<file path="src/rxts_consts.svh">
// Purpose: offsets, field positions, reset values for the rx timestamp csr bank
// Assumes: apb with 32-bit data, byte address = register index times four
// Notes:   included by the decode, timestamp unit and csr bank design files of the bank
`ifndef RXTS_CONSTS_SVH
`define RXTS_CONSTS_SVH

// ------------------------------------------------------------
// register indices (byte address is index << 2)
// ------------------------------------------------------------
`define RXTS_IDX_W          12
`define RXTS_IDX_REVISION   12'hb00
`define RXTS_IDX_SCRATCH    12'hb01
`define RXTS_IDX_NAME0      12'hb02
`define RXTS_IDX_NAME1      12'hb03
`define RXTS_IDX_NAME2      12'hb04
`define RXTS_IDX_PERIOD     12'hb05
`define RXTS_IDX_PMA_DELAY  12'hb06

// ------------------------------------------------------------
// fields and reset values
// ------------------------------------------------------------
`define RXTS_PERIOD_W        20
`define RXTS_PERIOD_NS_MSB   19
`define RXTS_PERIOD_NS_LSB   16
`define RXTS_PERIOD_FRAC_MSB 15
`define RXTS_SCRATCH_RESET   32'h0000_0000
`define RXTS_PERIOD_40G_RST  20'h4_0000
`define RXTS_PERIOD_100G_RST 20'h3_0000
`define RXTS_PMA_DELAY_RST   32'h0000_0000
`define RXTS_TOD_W           48

`endif

</file>
<file path="src/rxts_pkg.sv">
// Purpose: shared types of the rx timestamp csr bank
// Assumes: constants live in rxts_consts.svh
// Notes:   register select is one-hot free, plain binary enum
package rxts_pkg;

   typedef enum logic [2:0] {
      RXTS_SEL_REVISION  = 3'h0,
      RXTS_SEL_SCRATCH   = 3'h1,
      RXTS_SEL_NAME0     = 3'h2,
      RXTS_SEL_NAME1     = 3'h3,
      RXTS_SEL_NAME2     = 3'h4,
      RXTS_SEL_PERIOD    = 3'h5,
      RXTS_SEL_PMA_DELAY = 3'h6,
      RXTS_SEL_NONE      = 3'h7
   } rxts_sel_t;

endpackage

</file>
<file path="src/rxts_tune_if.sv">
// Purpose: carries programmed period and pma delay to the timestamp unit
// Assumes: both ends on pclk
// Notes:   csr end drives, timestamp end reads
`timescale 1ns/1ps
`default_nettype none
interface rxts_tune_if;
   logic [19:0] period;      // rx mac clock period, 4.16 ns fixed point
   logic [31:0] pma_delay;   // rx pma delay, 16.16 ns fixed point
   modport csr (output period, output pma_delay);
   modport ts  (input period, input pma_delay);
endinterface
`default_nettype wire

</file>
<file path="src/rxts_apb_decode.sv">
// Purpose: apb address decode and strobes for the rx timestamp csr bank
// Assumes: zero wait state slave; paddr is a byte address
// Notes:   pready is always high, so every access phase completes
`timescale 1ns/1ps
`default_nettype none
`include "rxts_consts.svh"
module rxts_apb_decode
   import rxts_pkg::*;
#(
   parameter int PADDR_W = 16
) (
   input  wire logic               psel,      // apb select
   input  wire logic               penable,   // apb access phase
   input  wire logic               pwrite,    // apb direction
   input  wire logic [PADDR_W-1:0] paddr,     // apb byte address
   output logic                    pready,    // apb ready
   output logic                    pslverr,   // error on unmapped address
   output logic                    wr_en,     // write takes effect this edge
   output logic                    rd_setup,  // read setup, load read data
   output rxts_sel_t               sel        // decoded register
);
   logic [`RXTS_IDX_W-1:0] idx;
   logic                   high_zero;

   assign idx       = paddr[`RXTS_IDX_W+1:2];
   assign high_zero = (paddr[PADDR_W-1:`RXTS_IDX_W+2] == '0);

   always_comb begin
      sel = RXTS_SEL_NONE;
      if (high_zero) begin
         case (idx)
            `RXTS_IDX_REVISION:  sel = RXTS_SEL_REVISION;
            `RXTS_IDX_SCRATCH:   sel = RXTS_SEL_SCRATCH;
            `RXTS_IDX_NAME0:     sel = RXTS_SEL_NAME0;
            `RXTS_IDX_NAME1:     sel = RXTS_SEL_NAME1;
            `RXTS_IDX_NAME2:     sel = RXTS_SEL_NAME2;
            `RXTS_IDX_PERIOD:    sel = RXTS_SEL_PERIOD;
            `RXTS_IDX_PMA_DELAY: sel = RXTS_SEL_PMA_DELAY;
            default:             sel = RXTS_SEL_NONE;
         endcase
      end
   end

   assign pready   = 1'b1;
   assign pslverr  = psel & penable & (sel == RXTS_SEL_NONE);
   assign wr_en    = psel & penable & pwrite;
   assign rd_setup = psel & ~penable & ~pwrite;
endmodule // rxts_apb_decode
`default_nettype wire

</file>
<file path="src/rxts_ts_unit.sv">
// Purpose: rx time of day counter and arrival timestamp correction
// Assumes: frame start pulse from logic on pclk
// Notes:   timestamp is pulled back by the pma delay to the serial pin
`timescale 1ns/1ps
`default_nettype none
`include "rxts_consts.svh"
module rxts_ts_unit (
   input  wire logic                   pclk,        // clock
   input  wire logic                   presetn,     // async reset, active low
   rxts_tune_if.ts                     tune,        // programmed tuning
   input  wire logic                   frame_start, // frame start pulse
   output logic [`RXTS_TOD_W-1:0]      tod,         // time of day, 32.16 ns
   output logic                        ts_valid,    // timestamp pulse
   output logic [`RXTS_TOD_W-1:0]      ts_value     // corrected timestamp
);
   logic [`RXTS_TOD_W-1:0] next_tod;

   // time advances by the live period, so a rewrite applies next cycle
   assign next_tod = tod + {{(`RXTS_TOD_W-`RXTS_PERIOD_W){1'b0}}, tune.period};

   always_ff @(posedge pclk or negedge presetn) begin
      if (!presetn) begin
         tod <= '0;
      end else begin
         tod <= next_tod;
      end
   end

   always_ff @(posedge pclk or negedge presetn) begin
      if (!presetn) begin
         ts_valid <= 1'b0;
         ts_value <= '0;
      end else begin
         ts_valid <= frame_start;
         if (frame_start) begin
            ts_value <= tod - {16'h0000, tune.pma_delay};
         end
      end
   end
endmodule // rxts_ts_unit
`default_nettype wire

</file>
<file path="src/rxts_csr_bank.sv">
// Purpose: rx timestamp control and status bank on apb, plus timestamp unit
// Assumes: apb master holds request until pready; frame_start on pclk
// Notes:   zero wait states; read data loaded in the setup cycle
//
// Chosen here: the APB slave port.
`timescale 1ns/1ps
`default_nettype none
`include "rxts_consts.svh"
module rxts_csr_bank
   import rxts_pkg::*;
#(
   parameter int          PADDR_W        = 16,
   parameter bit          VARIANT_100G   = 1'b0,
   // arbitrary value, stands in for a real revision code
   parameter logic [31:0] REVISION_CODE  = 32'h0000_0001,
   // arbitrary names, stand in for the variant strings
   parameter logic [95:0] NAME_40G       = "RXTSVARIANTA",
   parameter logic [95:0] NAME_100G      = "RXTSVARIANTB",
   parameter logic [19:0] PERIOD_40G     = `RXTS_PERIOD_40G_RST,
   parameter logic [19:0] PERIOD_100G    = `RXTS_PERIOD_100G_RST,
   parameter logic [31:0] PMA_DELAY_RST  = `RXTS_PMA_DELAY_RST
) (
   input  wire logic                    pclk,        // apb clock, 250 MHz
   input  wire logic                    presetn,     // async reset, active low
   input  wire logic                    psel,        // apb select
   input  wire logic                    penable,     // apb enable
   input  wire logic                    pwrite,      // apb direction
   input  wire logic [PADDR_W-1:0]      paddr,       // apb byte address
   input  wire logic [31:0]             pwdata,      // apb write data
   input  wire logic [3:0]              pstrb,       // apb byte strobes
   output logic [31:0]                  prdata,      // apb read data
   output logic                         pready,      // apb ready
   output logic                         pslverr,     // apb error
   input  wire logic                    frame_start, // rx frame start pulse
   output logic                         ts_valid,    // timestamp pulse
   output logic [`RXTS_TOD_W-1:0]       ts_value,    // corrected timestamp
   output logic [`RXTS_TOD_W-1:0]       tod          // running time of day
);

   // ------------------------------------------------------------
   // constants of this variant
   // ------------------------------------------------------------
   localparam logic [95:0] NAME       = VARIANT_100G ? NAME_100G : NAME_40G;
   localparam logic [19:0] PERIOD_RST = VARIANT_100G ? PERIOD_100G : PERIOD_40G;

   // ------------------------------------------------------------
   // decode
   // ------------------------------------------------------------
   logic      wr_en;
   logic      rd_setup;
   rxts_sel_t sel;

   rxts_apb_decode #(
      .PADDR_W (PADDR_W)
   ) u_decode (
      .psel     (psel),
      .penable  (penable),
      .pwrite   (pwrite),
      .paddr    (paddr),
      .pready   (pready),
      .pslverr  (pslverr),
      .wr_en    (wr_en),
      .rd_setup (rd_setup),
      .sel      (sel)
   );

   // ------------------------------------------------------------
   // storage
   // ------------------------------------------------------------
   logic [31:0] scratch;
   logic [19:0] period;
   logic [31:0] pma_delay;
   logic [31:0] next_scratch;
   logic [31:0] next_period;
   logic [31:0] next_pma_delay;

   // byte lanes without a strobe keep their old contents
   function automatic logic [31:0] rxts_merge(
      input logic [31:0] old_val,
      input logic [31:0] new_val,
      input logic [3:0]  strb
   );
      logic [31:0] res;
      res = old_val;
      for (int b = 0; b < 4; b++) begin
         if (strb[b]) begin
            res[8*b +: 8] = new_val[8*b +: 8];
         end
      end
      return res;
   endfunction

   assign next_scratch   = rxts_merge(scratch, pwdata, pstrb);
   assign next_period    = rxts_merge({12'h000, period}, pwdata, pstrb);
   assign next_pma_delay = rxts_merge(pma_delay, pwdata, pstrb);

   always_ff @(posedge pclk or negedge presetn) begin
      if (!presetn) begin
         scratch <= `RXTS_SCRATCH_RESET;
      end else if (wr_en && sel == RXTS_SEL_SCRATCH) begin
         scratch <= next_scratch;
      end
   end

   always_ff @(posedge pclk or negedge presetn) begin
      if (!presetn) begin
         period <= PERIOD_RST;
      end else if (wr_en && sel == RXTS_SEL_PERIOD) begin
         period <= next_period[19:0];
      end
   end

   // default is trusted; software rarely needs to touch it
   always_ff @(posedge pclk or negedge presetn) begin
      if (!presetn) begin
         pma_delay <= PMA_DELAY_RST;
      end else if (wr_en && sel == RXTS_SEL_PMA_DELAY) begin
         pma_delay <= next_pma_delay;
      end
   end

   // ------------------------------------------------------------
   // read path
   // ------------------------------------------------------------
   logic [31:0] rd_word;

   // revision and name words have no write path at all
   always_comb begin
      case (sel)
         RXTS_SEL_REVISION:  rd_word = REVISION_CODE;
         RXTS_SEL_SCRATCH:   rd_word = scratch;
         RXTS_SEL_NAME0:     rd_word = NAME[95:64];
         RXTS_SEL_NAME1:     rd_word = NAME[63:32];
         RXTS_SEL_NAME2:     rd_word = NAME[31:0];
         RXTS_SEL_PERIOD:    rd_word = {12'h000, period};
         RXTS_SEL_PMA_DELAY: rd_word = pma_delay;
         default:            rd_word = 32'h0000_0000;
      endcase
   end

   // loaded in setup so read data comes from a flop in the access phase
   always_ff @(posedge pclk or negedge presetn) begin
      if (!presetn) begin
         prdata <= 32'h0000_0000;
      end else if (rd_setup) begin
         prdata <= rd_word;
      end
   end

   // ------------------------------------------------------------
   // timestamp unit
   // ------------------------------------------------------------
   rxts_tune_if tune ();

   assign tune.period    = period;
   assign tune.pma_delay = pma_delay;

   rxts_ts_unit u_ts (
      .pclk        (pclk),
      .presetn     (presetn),
      .tune        (tune.ts),
      .frame_start (frame_start),
      .tod         (tod),
      .ts_valid    (ts_valid),
      .ts_value    (ts_value)
   );

   // ------------------------------------------------------------
   // checks
   // ------------------------------------------------------------
   a_revision_read: assert property (
      @(posedge pclk) disable iff (!presetn)
      rd_setup && sel == RXTS_SEL_REVISION |=> prdata == REVISION_CODE)
      else $error("revision word read wrong");

   a_scratch_write: assert property (
      @(posedge pclk) disable iff (!presetn)
      wr_en && sel == RXTS_SEL_SCRATCH && pstrb == 4'hf |=> scratch == $past(pwdata))
      else $error("scratch write not taken");

   a_scratch_hold: assert property (
      @(posedge pclk) disable iff (!presetn)
      !(wr_en && sel == RXTS_SEL_SCRATCH) |=> $stable(scratch))
      else $error("scratch changed without write");

   a_scratch_readback: assert property (
      @(posedge pclk) disable iff (!presetn)
      rd_setup && sel == RXTS_SEL_SCRATCH |=> prdata == $past(scratch))
      else $error("scratch readback wrong");

   a_name_first_word: assert property (
      @(posedge pclk) disable iff (!presetn)
      rd_setup && sel == RXTS_SEL_NAME0 |=> prdata == NAME[95:64])
      else $error("name word 0 wrong");

   a_name_last_word: assert property (
      @(posedge pclk) disable iff (!presetn)
      rd_setup && sel == RXTS_SEL_NAME2 |=> prdata == NAME[31:0])
      else $error("name word 2 wrong");

   a_period_upper_zero: assert property (
      @(posedge pclk) disable iff (!presetn)
      rd_setup && sel == RXTS_SEL_PERIOD |=> prdata[31:20] == 12'h000
                                              && prdata[19:0] == $past(period))
      else $error("period read layout wrong");

   a_period_reset: assert property (
      @(posedge pclk) disable iff (!presetn)
      $rose(presetn) |-> period == PERIOD_RST)
      else $error("period reset value wrong");

   a_period_write: assert property (
      @(posedge pclk) disable iff (!presetn)
      wr_en && sel == RXTS_SEL_PERIOD && pstrb == 4'hf
      |=> period == $past(pwdata[19:0]))
      else $error("period write not taken");

   a_pma_write: assert property (
      @(posedge pclk) disable iff (!presetn)
      wr_en && sel == RXTS_SEL_PMA_DELAY && pstrb == 4'hf
      |=> pma_delay == $past(pwdata) ##1 $stable(pma_delay) || $past(wr_en))
      else $error("pma delay write not taken");

   a_tod_advance: assert property (
      @(posedge pclk) disable iff (!presetn)
      // gated by sampled reset: the release edge itself still holds tod at zero
      presetn |=> tod == $past(tod) + {28'h000_0000, $past(period)})
      else $error("time of day not advanced by period");

   a_ts_corrected: assert property (
      @(posedge pclk) disable iff (!presetn)
      frame_start |=> ts_valid && ts_value == $past(tod) - {16'h0000, $past(pma_delay)})
      else $error("timestamp not corrected by pma delay");

   a_unmapped_error: assert property (
      @(posedge pclk) disable iff (!presetn)
      psel && penable && sel == RXTS_SEL_NONE |-> pslverr && pready)
      else $error("unmapped access without error");

   // ------------------------------------------------------------
   // more register checks
   // ------------------------------------------------------------

   a_name_mid_word: assert property (
      @(posedge pclk) disable iff (!presetn)
      rd_setup && sel == RXTS_SEL_NAME1 |=> prdata == NAME[63:32])
      else $error("name word 1 wrong");

   a_readonly_no_error: assert property (
      @(posedge pclk) disable iff (!presetn)
      wr_en && (sel == RXTS_SEL_REVISION || sel == RXTS_SEL_NAME0
                || sel == RXTS_SEL_NAME1 || sel == RXTS_SEL_NAME2) |-> !pslverr)
      else $error("write to read-only word raised error");

   a_scratch_reset: assert property (
      @(posedge pclk) disable iff (!presetn)
      $rose(presetn) |-> scratch == `RXTS_SCRATCH_RESET)
      else $error("scratch reset value wrong");

   a_period_hold: assert property (
      @(posedge pclk) disable iff (!presetn)
      !(wr_en && sel == RXTS_SEL_PERIOD) |=> $stable(period))
      else $error("period changed without write");

   a_pma_hold: assert property (
      @(posedge pclk) disable iff (!presetn)
      !(wr_en && sel == RXTS_SEL_PMA_DELAY) |=> $stable(pma_delay))
      else $error("pma delay changed without write");

   a_pma_reset: assert property (
      @(posedge pclk) disable iff (!presetn)
      $rose(presetn) |-> pma_delay == PMA_DELAY_RST)
      else $error("pma delay reset value wrong");

   a_pma_readback: assert property (
      @(posedge pclk) disable iff (!presetn)
      rd_setup && sel == RXTS_SEL_PMA_DELAY |=> prdata == $past(pma_delay))
      else $error("pma delay readback wrong");

   // ------------------------------------------------------------
   // bus and timestamp checks
   // ------------------------------------------------------------

   a_pready_access: assert property (
      @(posedge pclk) disable iff (!presetn)
      psel && penable |-> pready)
      else $error("access phase without ready");

   a_error_access_only: assert property (
      @(posedge pclk) disable iff (!presetn)
      pslverr |-> psel && penable && sel == RXTS_SEL_NONE)
      else $error("error outside unmapped access");

   a_read_unmapped_zero: assert property (
      @(posedge pclk) disable iff (!presetn)
      rd_setup && sel == RXTS_SEL_NONE |=> prdata == 32'h0000_0000)
      else $error("unmapped read data not zero");

   a_tod_reset: assert property (
      @(posedge pclk) disable iff (!presetn)
      $rose(presetn) |-> tod == '0)
      else $error("time of day not cleared by reset");

   a_ts_single_pulse: assert property (
      @(posedge pclk) disable iff (!presetn)
      !frame_start |=> !ts_valid)
      else $error("timestamp pulse without frame");

   a_ts_hold: assert property (
      @(posedge pclk) disable iff (!presetn)
      !frame_start |=> $stable(ts_value))
      else $error("timestamp changed without frame");

endmodule // rxts_csr_bank
`default_nettype wire

</file>
<file path="config.mk">
export PLATFORM = sky130hd
export DESIGN_NAME = rxts_csr_bank
export DESIGN_NICKNAME = d
export VERILOG_FILES = /design/src/rxts_pkg.sv /design/src/rxts_tune_if.sv /design/src/rxts_apb_decode.sv /design/src/rxts_ts_unit.sv /design/src/rxts_csr_bank.sv
export VERILOG_INCLUDE_DIRS = /design/src /design/src/src
export SDC_FILE = /design/constraint.sdc
export NUM_CORES = 1
export LEC_CHECK = 0
export BUFFER_PORTS_ARGS = -buffer_cell sky130_fd_sc_hd__buf_2
export CAP_MARGIN = 20
export CORE_ASPECT_RATIO = 1.1
export CORE_UTILIZATION = 30
export DETAILED_ROUTE_END_ITERATION = 16
export SKIP_CTS_REPAIR_TIMING = 1
export SLEW_MARGIN = 5
export SYNTH_ARGS = -nofsm -noshare
export SYNTH_HDL_FRONTEND = slang
export SYNTH_HIERARCHICAL = 1
export SYNTH_SLANG_ARGS = --single-unit
</file>
<file path="constraint.sdc">
create_clock -name pclk -period 2.5 [get_ports pclk]
set_input_delay 0.375 -clock pclk [delete_from_list [all_inputs] [get_ports pclk]]
set_output_delay 0.375 -clock pclk [all_outputs]
set_load 0.02 [all_outputs]
</file>
Word-level counts from Yosys, hierarchy flattened
Index checks and enable logic that the tools add are counted.
{ "word_totals": {"romBits": 0, "latch_bits": 0, "ram_bits": 0, "ff_bits": 213, "output_inout_bits": 131, "elab_cells": 57, "n_memories": 0} }
{ "op_classes": {"n_reduce_logical": 16, "div_mod_pow": 0, "bitwise": 7, "mux": 3, "multipliers": 0, "add_sub_neg": 2, "n_shift": 0, "magnitude_cmp": 0, "n_eq_ne": 14} }
{ "op_table": {"columns": ["operator", "count"], "rows": [
  ["$pmux W32 S7", 1],
  ["$eq A12 B12 Y1 const B", 7],
  ["$add A48 B20 Y48", 1],
  ["$sub A48 B32 Y48", 1],
  ["$reduce_and A2 Y1", 11],
  ["$pmux W3 S7", 1],
  ["$eq A3 B3 Y1 const B", 4],
  ["$eq A3 B2 Y1 const B", 2],
  ["$and A1 B1 Y1", 5],
  ["$eq A3 B1 Y1 const B", 1],
  ["$logic_and A1 B1 Y1", 3],
  ["$logic_not A3 Y1", 1],
  ["$mux W3", 1],
  ["$logic_not A2 Y1", 1],
  ["$not A1 Y1", 2]
]} }

Depth between registers and ports, before layout
Gate-level depths: netlist of the first run.
{ "depth": {"ltp_word": 6, "depth_mapped": 11} }

Cells and area by module
The synthesis of the first run kept the hierarchy.
{ "by_module_without_submodules": {"columns": ["module", "instances", "area_each_um2", "cells_per_inst"], "rows": [
  ["rxts_ts_unit", 1, 7005.5, 774],
  ["rxts_csr_bank", 1, 5190.0, 401],
  ["rxts_apb_decode", 1, 105.1, 13]
]} }

Least setup slack after synthesis of the first run
No wires, ideal clock.
{ "synth_path": {"path_type": "register to register", "startpoint": "reg u_ts.tod[0]", "endpoint": "reg u_ts.tod[28]", "stages_incl_launch_ff": 12, "required_ns": 2.365, "setup_time_ns": 0.135, "t_arrival_ns": 2.522, "path_slack_ns": -0.157, "cell_sequence": "dfrtp_1 ha_1 fa_1 a21o_1 a22oi_2 a211oi_2 o31ai_2 a21boi_2 o41ai_4 buf_6 nor3_1 xor2_1"} }
{ "synth_via": {"elab_chain_cells": 1} }
{ "synth_rtl": {"columns": ["element", "line_no", "source"], "rows": [
  ["start, declared", "rxts_ts_unit.sv:12", "output logic [`RXTS_TOD_W-1:0] tod,"],
  ["start signal, assigned", "rxts_ts_unit.sv:25", "tod <= next_tod;"],
  ["$add A48 B20 Y48", "rxts_ts_unit.sv:19", "assign next_tod = tod + {{(`RXTS_TOD_W-`RXTS_PERIOD_W){1'b0}}, tune.period};"],
  ["named net u_ts.next_tod[28]", "rxts_ts_unit.sv:16", "logic [`RXTS_TOD_W-1:0] next_tod;"]
]} }
The timed path passes the listed nets, and every way through them passes these cells.
A chain may end at the register's enable or synchronous reset.

Worst setup path in the final report of the first run
{ "layout_path": {"startpoint": "reg u_ts.tod[1]", "endpoint": "reg u_ts.tod[24]"} }
Same word-level chain as after synthesis.

==> tab_implementation.tex, run 1 <==
\begin{tabular}{lr}
\hline
Metric & Value \\
\hline
\multicolumn{2}{l}{\textbf{Synth}} \\
Portion of synthesized cell area occupied by the leading cell type & 43.1\% \\
Sequential fraction of the synthesis area & 43.3\% \\
Leading post-synthesis cells by cell area & sky130\_fd\_sc\_hd\_\_dfrtp\_1 43\%, sky130\_fd\_sc\_hd\_\_mux2\_2 7.1\%, sky130\_fd\_sc\_hd\_\_ha\_1 5.3\% \\
Count of flip-flops with a built-in enable after synthesis & 0 \\
Average instance area after synthesis & 10.4 sq um \\
Cell type with the highest aggregate area in the netlist & sky130\_fd\_sc\_hd\_\_dfrtp\_1 \\
Synthesis warning total & 6 \\
Synth cell types & 89 \\
Synthesized instance count & 1188 \\
Post-Syn Nets & 1300 \\
Most common flop cell mapped by yosys & sky130\_fd\_sc\_hd\_\_dfrtp\_1 \\
Register bit count reported by yosys & 213 \\
Netlist area before placement & 12300 sq um \\
Share of flip-flops with an asynchronous set or reset after synthesis & 100\% \\
\multicolumn{2}{l}{\textbf{Finish}} \\
Fraction of layout cells with a size suffix above 1 & 40.6\% \\
Synth-to-layout area growth & 33.8\% \\
Final \#Nets & 1649 \\
Register Area & 5330 sq um \\
Most frequent standard cell in the layout excluding fill and tap cells & sky130\_fd\_sc\_hd\_\_dfrtp\_1 \\
Number of filler instances in the final layout & 4005 \\
Multi-input gate area in the final layout & 7000 sq um \\
Fin area & 16500 sq um \\
Most frequent cells in the layout & 210 x sky130\_fd\_sc\_hd\_\_dfrtp\_1, 184 x sky130\_fd\_sc\_hd\_\_buf\_2, 170 x sky130\_fd\_sc\_hd\_\_buf\_4 \\
Non-Filler Instances & 2067 \\
\multicolumn{2}{l}{\textbf{Die}} \\
Chip Width & 195 um \\
Core area & 40300 sq um \\
Count of standard-cell rows & 77 \\
Die height & 214 um \\
Number of placed I/O pins & 189 \\
Starting utilization of the core area & 30.5\% \\
Total die area & 41800 sq um \\
\multicolumn{2}{l}{\textbf{Clocking}} \\
Max H-tree Level & 1 \\
Number of clock sinks & 213 \\
Clock Tree Root & sky130\_fd\_sc\_hd\_\_clkbuf\_16 \\
Clock Path Buffers & 3 \\
Worst-skew pair later-pin latency & 0.53 ns \\
Inserted Clock Buffers & 25 \\
TritonCTS clock tree & built \\
Clock-pin slew reported for the worst setup and hold paths after clock tree synthesis & 0.06 ns \\
\multicolumn{2}{l}{\textbf{Place}} \\
Pre-CTS setup slack & -0.141 ns \\
PortBufs & 185 \\
Cell total after placement & 2009 \\
Instance area at placement & 15000 sq um \\
Detailed placer's ending HPWL & 29500 um \\
Placer Congestion & 0.866 \\
\multicolumn{2}{l}{\textbf{Power and ir drop}} \\
Combinational Power Share & 19.4\% \\
Post-layout power & 8970 uW \\
Sw Share & 28.5\% \\
Reg power frac & 42.0\% \\
VDD IR-drop max & 0.000502 V \\
Internal & 6410 uW \\
PwrDens & 545 nW/um\^{}2 \\
Clock power frac & 38.6\% \\
Leakage power total & 0.00856 uW \\
Psw & 2560 uW \\
\multicolumn{2}{l}{\textbf{Route}} \\
Final routed wire length divided by cell count & 18.5 um \\
First-pass iteration count of the detailed router & 5 \\
Count of unresolved DRC violations after routing & 0 \\
Vias per inst & 5.02 \\
DR iter-0 viols & 490 \\
Via count & 10369 \\
Wire length reported by the detailed router & 38300 um \\
Antenna Violating Nets Remaining & 0 \\
\multicolumn{2}{l}{\textbf{STA}} \\
Rel. slew slack & 63.4\% \\
Minimum clock period & 2.66 ns \\
Final slew viol count & 0 \\
Unrepaired setup endpoints after global routing & yes \\
Number of hold violations in the final report & 0 \\
Clk\_skew & 0.0174 ns \\
Final count of negative-setup-slack endpoints & 42 \\
Post-route worst setup slack & -0.162 ns \\
Transition at the pin with the smallest max-transition slack & 0.547 ns \\
Highest clock rate & 376 MHz \\
Final worst-path cycle share & 106\% \\
\multicolumn{2}{l}{\textbf{Worst hold path}} \\
Worst hold path type & input port to flop \\
Hold wc startpoint & pwdata[28] \\
\multicolumn{2}{l}{\textbf{Critical path}} \\
Highest net fanout along the worst path & 14 \\
Data required time at the worst endpoint & 2.90 ns \\
Startpoint of the worst register-to-register path & u\_ts/tod[1] \\
Worst Path Arrival & 3.07 ns \\
Setup CP Type & flop to flop \\
Kind of end point of the critical path & flop \\
Launching instance or port of the critical path & u\_ts/tod[1] \\
Startpoint Class & flop \\
\multicolumn{2}{l}{\textbf{Status}} \\
Violated checks & negative setup slack \\
Result of the run & finished, violations left \\
\multicolumn{2}{l}{\textbf{Global route}} \\
Number of antenna violations at the first check in global routing & 4 \\
Global route overflow & 0 \\
Total track usage & 17.7\% \\
Number of global-route vias before repair & 10493 \\
Wire length of the first global-routing pass & 58600 um \\
Largest net degree at the start of global routing & 59 \\
\multicolumn{2}{l}{\textbf{Flow run}} \\
Count of maximum capacitance violations & 0 \\
\hline
\end{tabular}
==> cells by family (layout without fill, tap and decap cells) <==
kind of cell    Yosys count  in the layout  share of synthesized area [%]
simple gates            323            323                           14.3
mux                     112            112                           11.2
flops                   213            213                           43.3
compound gates          284            284                           15.5
xor+xnor                 85             85                           6.05
fa+ha+maj                54             54                           5.61
other cells               1              2                         0.0305
buf+inv                 116            481                           3.96
==> flip-flops by register name, indices dropped and copies added, names as in the netlist <==
| register | count |
|---|---|
| u_ts/tod | 48 |
| u_ts/ts_value | 48 |
| pma_delay | 32 |
| prdata | 32 |
| scratch | 32 |
| period | 20 |
| u_ts/ts_valid | 1 |
==> metal layers <==
layer | global-route usage, % | wire (um) | vias up
met5 | 0 | 35 | -
met3 | 3.05 | 2040 | 69
met2 | 30.4 | 18900 | 254
li1 | - | - | 4958
met1 | 22.8 | 16200 | 5082
met4 | 4.83 | 1110 | 6
==> power groups by stage <==
stage          Combinational, uW  Clock, uW  Sequential, uW
4_1_cts                     1550       3550            3760
3_3_place_gp                1530          0            3820
3_5_place_dp                1540          0            3820
2_1_floorplan                583          0            4080
5_1_grt                     1890       3700            3790
6_report                    1740       3460            3770
==> worst max-delay path, cell delays in order, from the launching register on <==
cell	delay, ns
sky130_fd_sc_hd__dfrtp_2	0.43
sky130_fd_sc_hd__buf_4	0.15
sky130_fd_sc_hd__fa_2	0.38
sky130_fd_sc_hd__a21o_1	0.20
sky130_fd_sc_hd__a22oi_2	0.19
sky130_fd_sc_hd__a211oi_2	0.13
sky130_fd_sc_hd__o31ai_2	0.26
sky130_fd_sc_hd__a21boi_2	0.12
sky130_fd_sc_hd__o41ai_4	0.27
sky130_fd_sc_hd__buf_12	0.19
sky130_fd_sc_hd__nor2b_1	0.07
sky130_fd_sc_hd__xor2_1	0.14
==> final timing paths <==
check | end | slack (ns) | depth (start not counted)
max in group asynchronous | period[18] | 1.41 | 3
max | u_ts/tod[24] | -0.16 | 11
max reg2reg | u_ts/tod[24] | -0.16 | 11
min in group asynchronous | u_ts/ts_value[35] | 0.39 | 2
min | scratch[28] | 0.09 | 2
min reg2reg | prdata[20] | 0.48 | 1
==> metrics by stage <==
stage               util [%]  hold slack [ns]  TNS, ns
finish                  40.9           0.0930    -4.32
global route            40.9           0.0825   -10.51
detailed placement      37.3            0.387    -7.42
CTS                     39.2           -0.173    -4.05
floorplan                  -           0.0794   -0.331
global placement        37.3            0.388    -2.96
==> synth_stat cells (10+ instances only) <==
library cell,instances
sky130_fd_sc_hd__xor2_1,35
sky130_fd_sc_hd__nand2_1,70
sky130_fd_sc_hd__mux2_2,78
sky130_fd_sc_hd__nand3_1,28
sky130_fd_sc_hd__dfrtp_1,212
sky130_fd_sc_hd__nor4_1,10
sky130_fd_sc_hd__clkbuf_1,30
sky130_fd_sc_hd__nand2b_1,12
sky130_fd_sc_hd__nand4_1,22
sky130_fd_sc_hd__o21a_1,13
sky130_fd_sc_hd__buf_2,13
sky130_fd_sc_hd__nor3_1,17
sky130_fd_sc_hd__a22o_1,15
sky130_fd_sc_hd__mux2_4,32
sky130_fd_sc_hd__o211ai_1,10
sky130_fd_sc_hd__ha_1,52
sky130_fd_sc_hd__a21oi_1,94
sky130_fd_sc_hd__inv_1,62
sky130_fd_sc_hd__o21ai_0,45
sky130_fd_sc_hd__nor2_1,94
sky130_fd_sc_hd__xnor2_1,50
sky130_fd_sc_hd__a21o_1,19
sky130_fd_sc_hd__nor2b_1,14
sky130_fd_sc_hd__and3_1,11
==> layout make-up <==
class / count / area share [%]
inverters: 63 / 1.44
multi-input cells: 859 / 42.5
diodes: 1 / 0.0152
well taps: 513 / 3.90
clock buffers: 36 / 4.17
repair buffers: 375 / 15.1
clock inverters: 7 / 0.403
flip-flops and latches: 213 / 32.4
Note: power is estimated with default switching activity, not from simulation.
==> run 2: changes to the inputs <==
--- a/config.mk
+++ b/config.mk
@@ -6,11 +6,11 @@
 export SDC_FILE = /design/constraint.sdc
 export NUM_CORES = 1
 export LEC_CHECK = 0
-export BUFFER_PORTS_ARGS = -buffer_cell sky130_fd_sc_hd__buf_2
 export CAP_MARGIN = 20
 export CORE_ASPECT_RATIO = 1.1
 export CORE_UTILIZATION = 30
 export DETAILED_ROUTE_END_ITERATION = 16
+export DONT_BUFFER_PORTS = 1
 export SKIP_CTS_REPAIR_TIMING = 1
 export SLEW_MARGIN = 5
 export SYNTH_ARGS = -nofsm -noshare
==> tab_implementation.tex, run 2 (same netlist as run 1, synthesis figures left out) <==
\begin{tabular}{lr}
\hline
Metric & Value \\
\hline
\multicolumn{2}{l}{\textbf{Route}} \\
DR iter-0 viols & 457 (-6.7\%) \\
Via count & 9846 (-5.0\%) \\
Final routed wire length divided by cell count & 20.0 um (+7.8\%) \\
Wire length reported by the detailed router & 38600 um (+0.85\%) \\
First-pass iteration count of the detailed router & 5 (unchanged) \\
Vias per inst & 5.09 (+1.5\%) \\
Antenna Violating Nets Remaining & 0 (unchanged) \\
Count of unresolved DRC violations after routing & 0 (unchanged) \\
\multicolumn{2}{l}{\textbf{STA}} \\
Minimum hold slack & -0.463 ns (-0.556 ns) \\
Post-route worst setup slack & -0.198 ns (-0.0363 ns) \\
Total negative slack for setup checks & -3.27 ns (+1.05 ns) \\
Rel. slew slack & 48.6\% (-15 points) \\
Transition at the pin with the smallest max-transition slack & 0.764 ns (+0.218 ns) \\
Highest clock rate & 371 MHz (-1.3\%) \\
Clk\_skew & 0.0188 ns (+0.00135 ns) \\
Final worst-path cycle share & 108\% (+1.5 points) \\
Final slew viol count & 0 (unchanged) \\
Minimum clock period & 2.70 ns (+0.0363 ns) \\
Number of hold violations in the final report & 213 (+213) \\
Unrepaired setup endpoints after global routing & yes \\
Final count of negative-setup-slack endpoints & 28 (-33\%) \\
\multicolumn{2}{l}{\textbf{Flow run}} \\
Count of maximum capacitance violations & 0 (unchanged) \\
\multicolumn{2}{l}{\textbf{Die}} \\
Number of placed I/O pins & 189 (unchanged) \\
Die height & 214 um (unchanged) \\
Core area & 40300 sq um (unchanged) \\
Starting utilization of the core area & 30.5\% (unchanged) \\
Count of standard-cell rows & 77 (unchanged) \\
Total die area & 41800 sq um (unchanged) \\
Chip Width & 195 um (unchanged) \\
\multicolumn{2}{l}{\textbf{Power and ir drop}} \\
PwrDens & 564 nW/um\^{}2 (+3.5\%) \\
Leakage power total & 0.00797 uW (-6.9\%) \\
VDD IR-drop max & 0.000405 V (-19\%) \\
\multicolumn{2}{l}{\textbf{Clocking}} \\
Clock Path Buffers & 3 (unchanged) \\
Clock Tree Root & sky130\_fd\_sc\_hd\_\_clkbuf\_16 \\
Clock-pin slew reported for the worst setup and hold paths after clock tree synthesis & 0.06 ns (about the same) \\
Inserted Clock Buffers & 25 (unchanged) \\
TritonCTS clock tree & built \\
Worst-skew pair later-pin latency & 0.54 ns (about the same) \\
Number of clock sinks & 213 (unchanged) \\
Max H-tree Level & 1 (unchanged) \\
\multicolumn{2}{l}{\textbf{Critical path}} \\
Setup CP Type & flop to flop \\
Startpoint of the worst register-to-register path & u\_ts/tod[0] \\
Kind of end point of the critical path & flop \\
Register-to-register setup slack & -0.20 ns (-0.04 ns) \\
Startpoint Class & flop \\
Worst-case reg-to-reg path depth & 11 (unchanged) \\
Worst Path Arrival & 3.10 ns (+0.03 ns) \\
Highest net fanout along the worst path & 14 (unchanged) \\
End of the worst register-to-register path & u\_ts/tod[28] \\
Data required time at the worst endpoint & 2.90 ns (about the same) \\
\multicolumn{2}{l}{\textbf{Place}} \\
Placer Congestion & 0.868 (+0.22\%) \\
Detailed placer's ending HPWL & 28400 um (-3.6\%) \\
Cell total after placement & 1833 (-8.8\%) \\
PortBufs & 0 (-100\%) \\
\multicolumn{2}{l}{\textbf{Global route}} \\
Total track usage & 17.3\% (-0.43 points) \\
Wire length of the first global-routing pass & 56400 um (-3.8\%) \\
Number of global-route vias before repair & 9735 (-7.2\%) \\
Largest net degree at the start of global routing & 214 (+260\%) \\
Number of antenna violations at the first check in global routing & 2 (-2) \\
Global route overflow & 0 (unchanged) \\
\multicolumn{2}{l}{\textbf{Finish}} \\
Most frequent cells in the layout & 209 x sky130\_fd\_sc\_hd\_\_dfrtp\_1, 192 x sky130\_fd\_sc\_hd\_\_buf\_4, 92 x sky130\_fd\_sc\_hd\_\_nor2\_1 \\
Most frequent standard cell in the layout excluding fill and tap cells & sky130\_fd\_sc\_hd\_\_dfrtp\_1 \\
Multi-input gate area in the final layout & 7060 sq um (+0.86\%) \\
Non-Filler Instances & 1933 (-6.5\%) \\
Register Area & 5340 sq um (about the same) \\
Fraction of layout cells with a size suffix above 1 & 33.4\% (-7.2 points) \\
Synth-to-layout area growth & 31.3\% \\
Largest regs & u\_ts/tod (48), u\_ts/ts\_value (48) \\
Number of filler instances in the final layout & 3949 (-1.4\%) \\
Final Core Density & 40.1\% (-0.76 points) \\
Final \#Nets & 1515 (-8.1\%) \\
\multicolumn{2}{l}{\textbf{Worst hold path}} \\
Worst hold path type & input port to asynchronous set/reset pin \\
\multicolumn{2}{l}{\textbf{Status}} \\
Result of the run & finished, violations left \\
Violated checks & negative hold slack, negative setup slack \\
\hline
\end{tabular}
## run 2: changes by cell type in the layout (fill, tap and decap cells not counted), moves of 7 or more
cell	delta
sky130_fd_sc_hd__buf_4	+22
sky130_fd_sc_hd__buf_2	-184
sky130_fd_sc_hd__ha_1	-7
sky130_fd_sc_hd__dlygate4sd3_1	+35
## run 2: per-stage QoR
step,hold slack (ns),cell area [sq um],power (uW),worst slack [ns]
final,-0.463,16200,9110,-0.198
after global routing,-0.489,16200,9450,-0.317
after CTS,-0.492,15000,8990,-0.214
after detailed placement,0.0834,14100,5010,-0.196
after global placement,0.0837,14100,4990,-0.209
after floorplan,0.0794,12300,4660,-0.0509
## run 2: cell type report
class,instances,area share [%]
clock inverters,6,0.829
flip-flops and latches,213,33.0
inverters,63,1.48
diodes,1,0.0155
well taps,513,3.97
repair buffers,241,12.3
multi-input cells,859,43.7
clock buffers,37,4.65
## run 2: how the worst max path moves through the flow
stage	startpoint	end	slack, ns	cells past startpoint
final	u_ts/tod[0]	u_ts/tod[28]	-0.20	11
after global routing	u_ts/tod[0]	u_ts/tod[24]	-0.32	11
after CTS	u_ts/tod[5]	u_ts/ts_value[40]	-0.21	10
after detailed placement	u_ts/tod[5]	u_ts/ts_value[40]	-0.20	10
after global placement	pma_delay[5]	u_ts/ts_value[40]	-0.21	11
after floorplan	u_ts/tod[0]	u_ts/tod[28]	-0.05	11
## run 2: critical path, stage by stage, from the launching register on
cell and delay [ns]:
sky130_fd_sc_hd__dfrtp_2 0.42, sky130_fd_sc_hd__ha_2 0.21, sky130_fd_sc_hd__fa_2 0.36, sky130_fd_sc_hd__a21o_1 0.20
sky130_fd_sc_hd__a22oi_2 0.20, sky130_fd_sc_hd__a211oi_2 0.14, sky130_fd_sc_hd__o31ai_2 0.24, sky130_fd_sc_hd__a21boi_2 0.12
sky130_fd_sc_hd__o41ai_4 0.28, sky130_fd_sc_hd__buf_12 0.19, sky130_fd_sc_hd__nor3_1 0.06, sky130_fd_sc_hd__xor2_1 0.14
## run 2: where the power goes
group | total (uW) | switching (uW) | internal [uW]
Combinational | 1080 | 516 | 565
Sequential | 4100 | 448 | 3650
Clock | 3930 | 1460 | 2470
## run 2: layer usage
| metal | part of all wire (%) | wire (um) | vias up | GRT usage, % |
|---|---|---|---|---|
| li1 | - | - | 4684 | - |
| met1 | 40 | 15500 | 4908 | 20.0 |
| met2 | 50 | 19400 | 217 | 30.5 |
| met3 | 8.0 | 3080 | 35 | 6.57 |
| met4 | 1.6 | 612 | 2 | 3.02 |
| met5 | 0.034 | 13 | - | 0 |
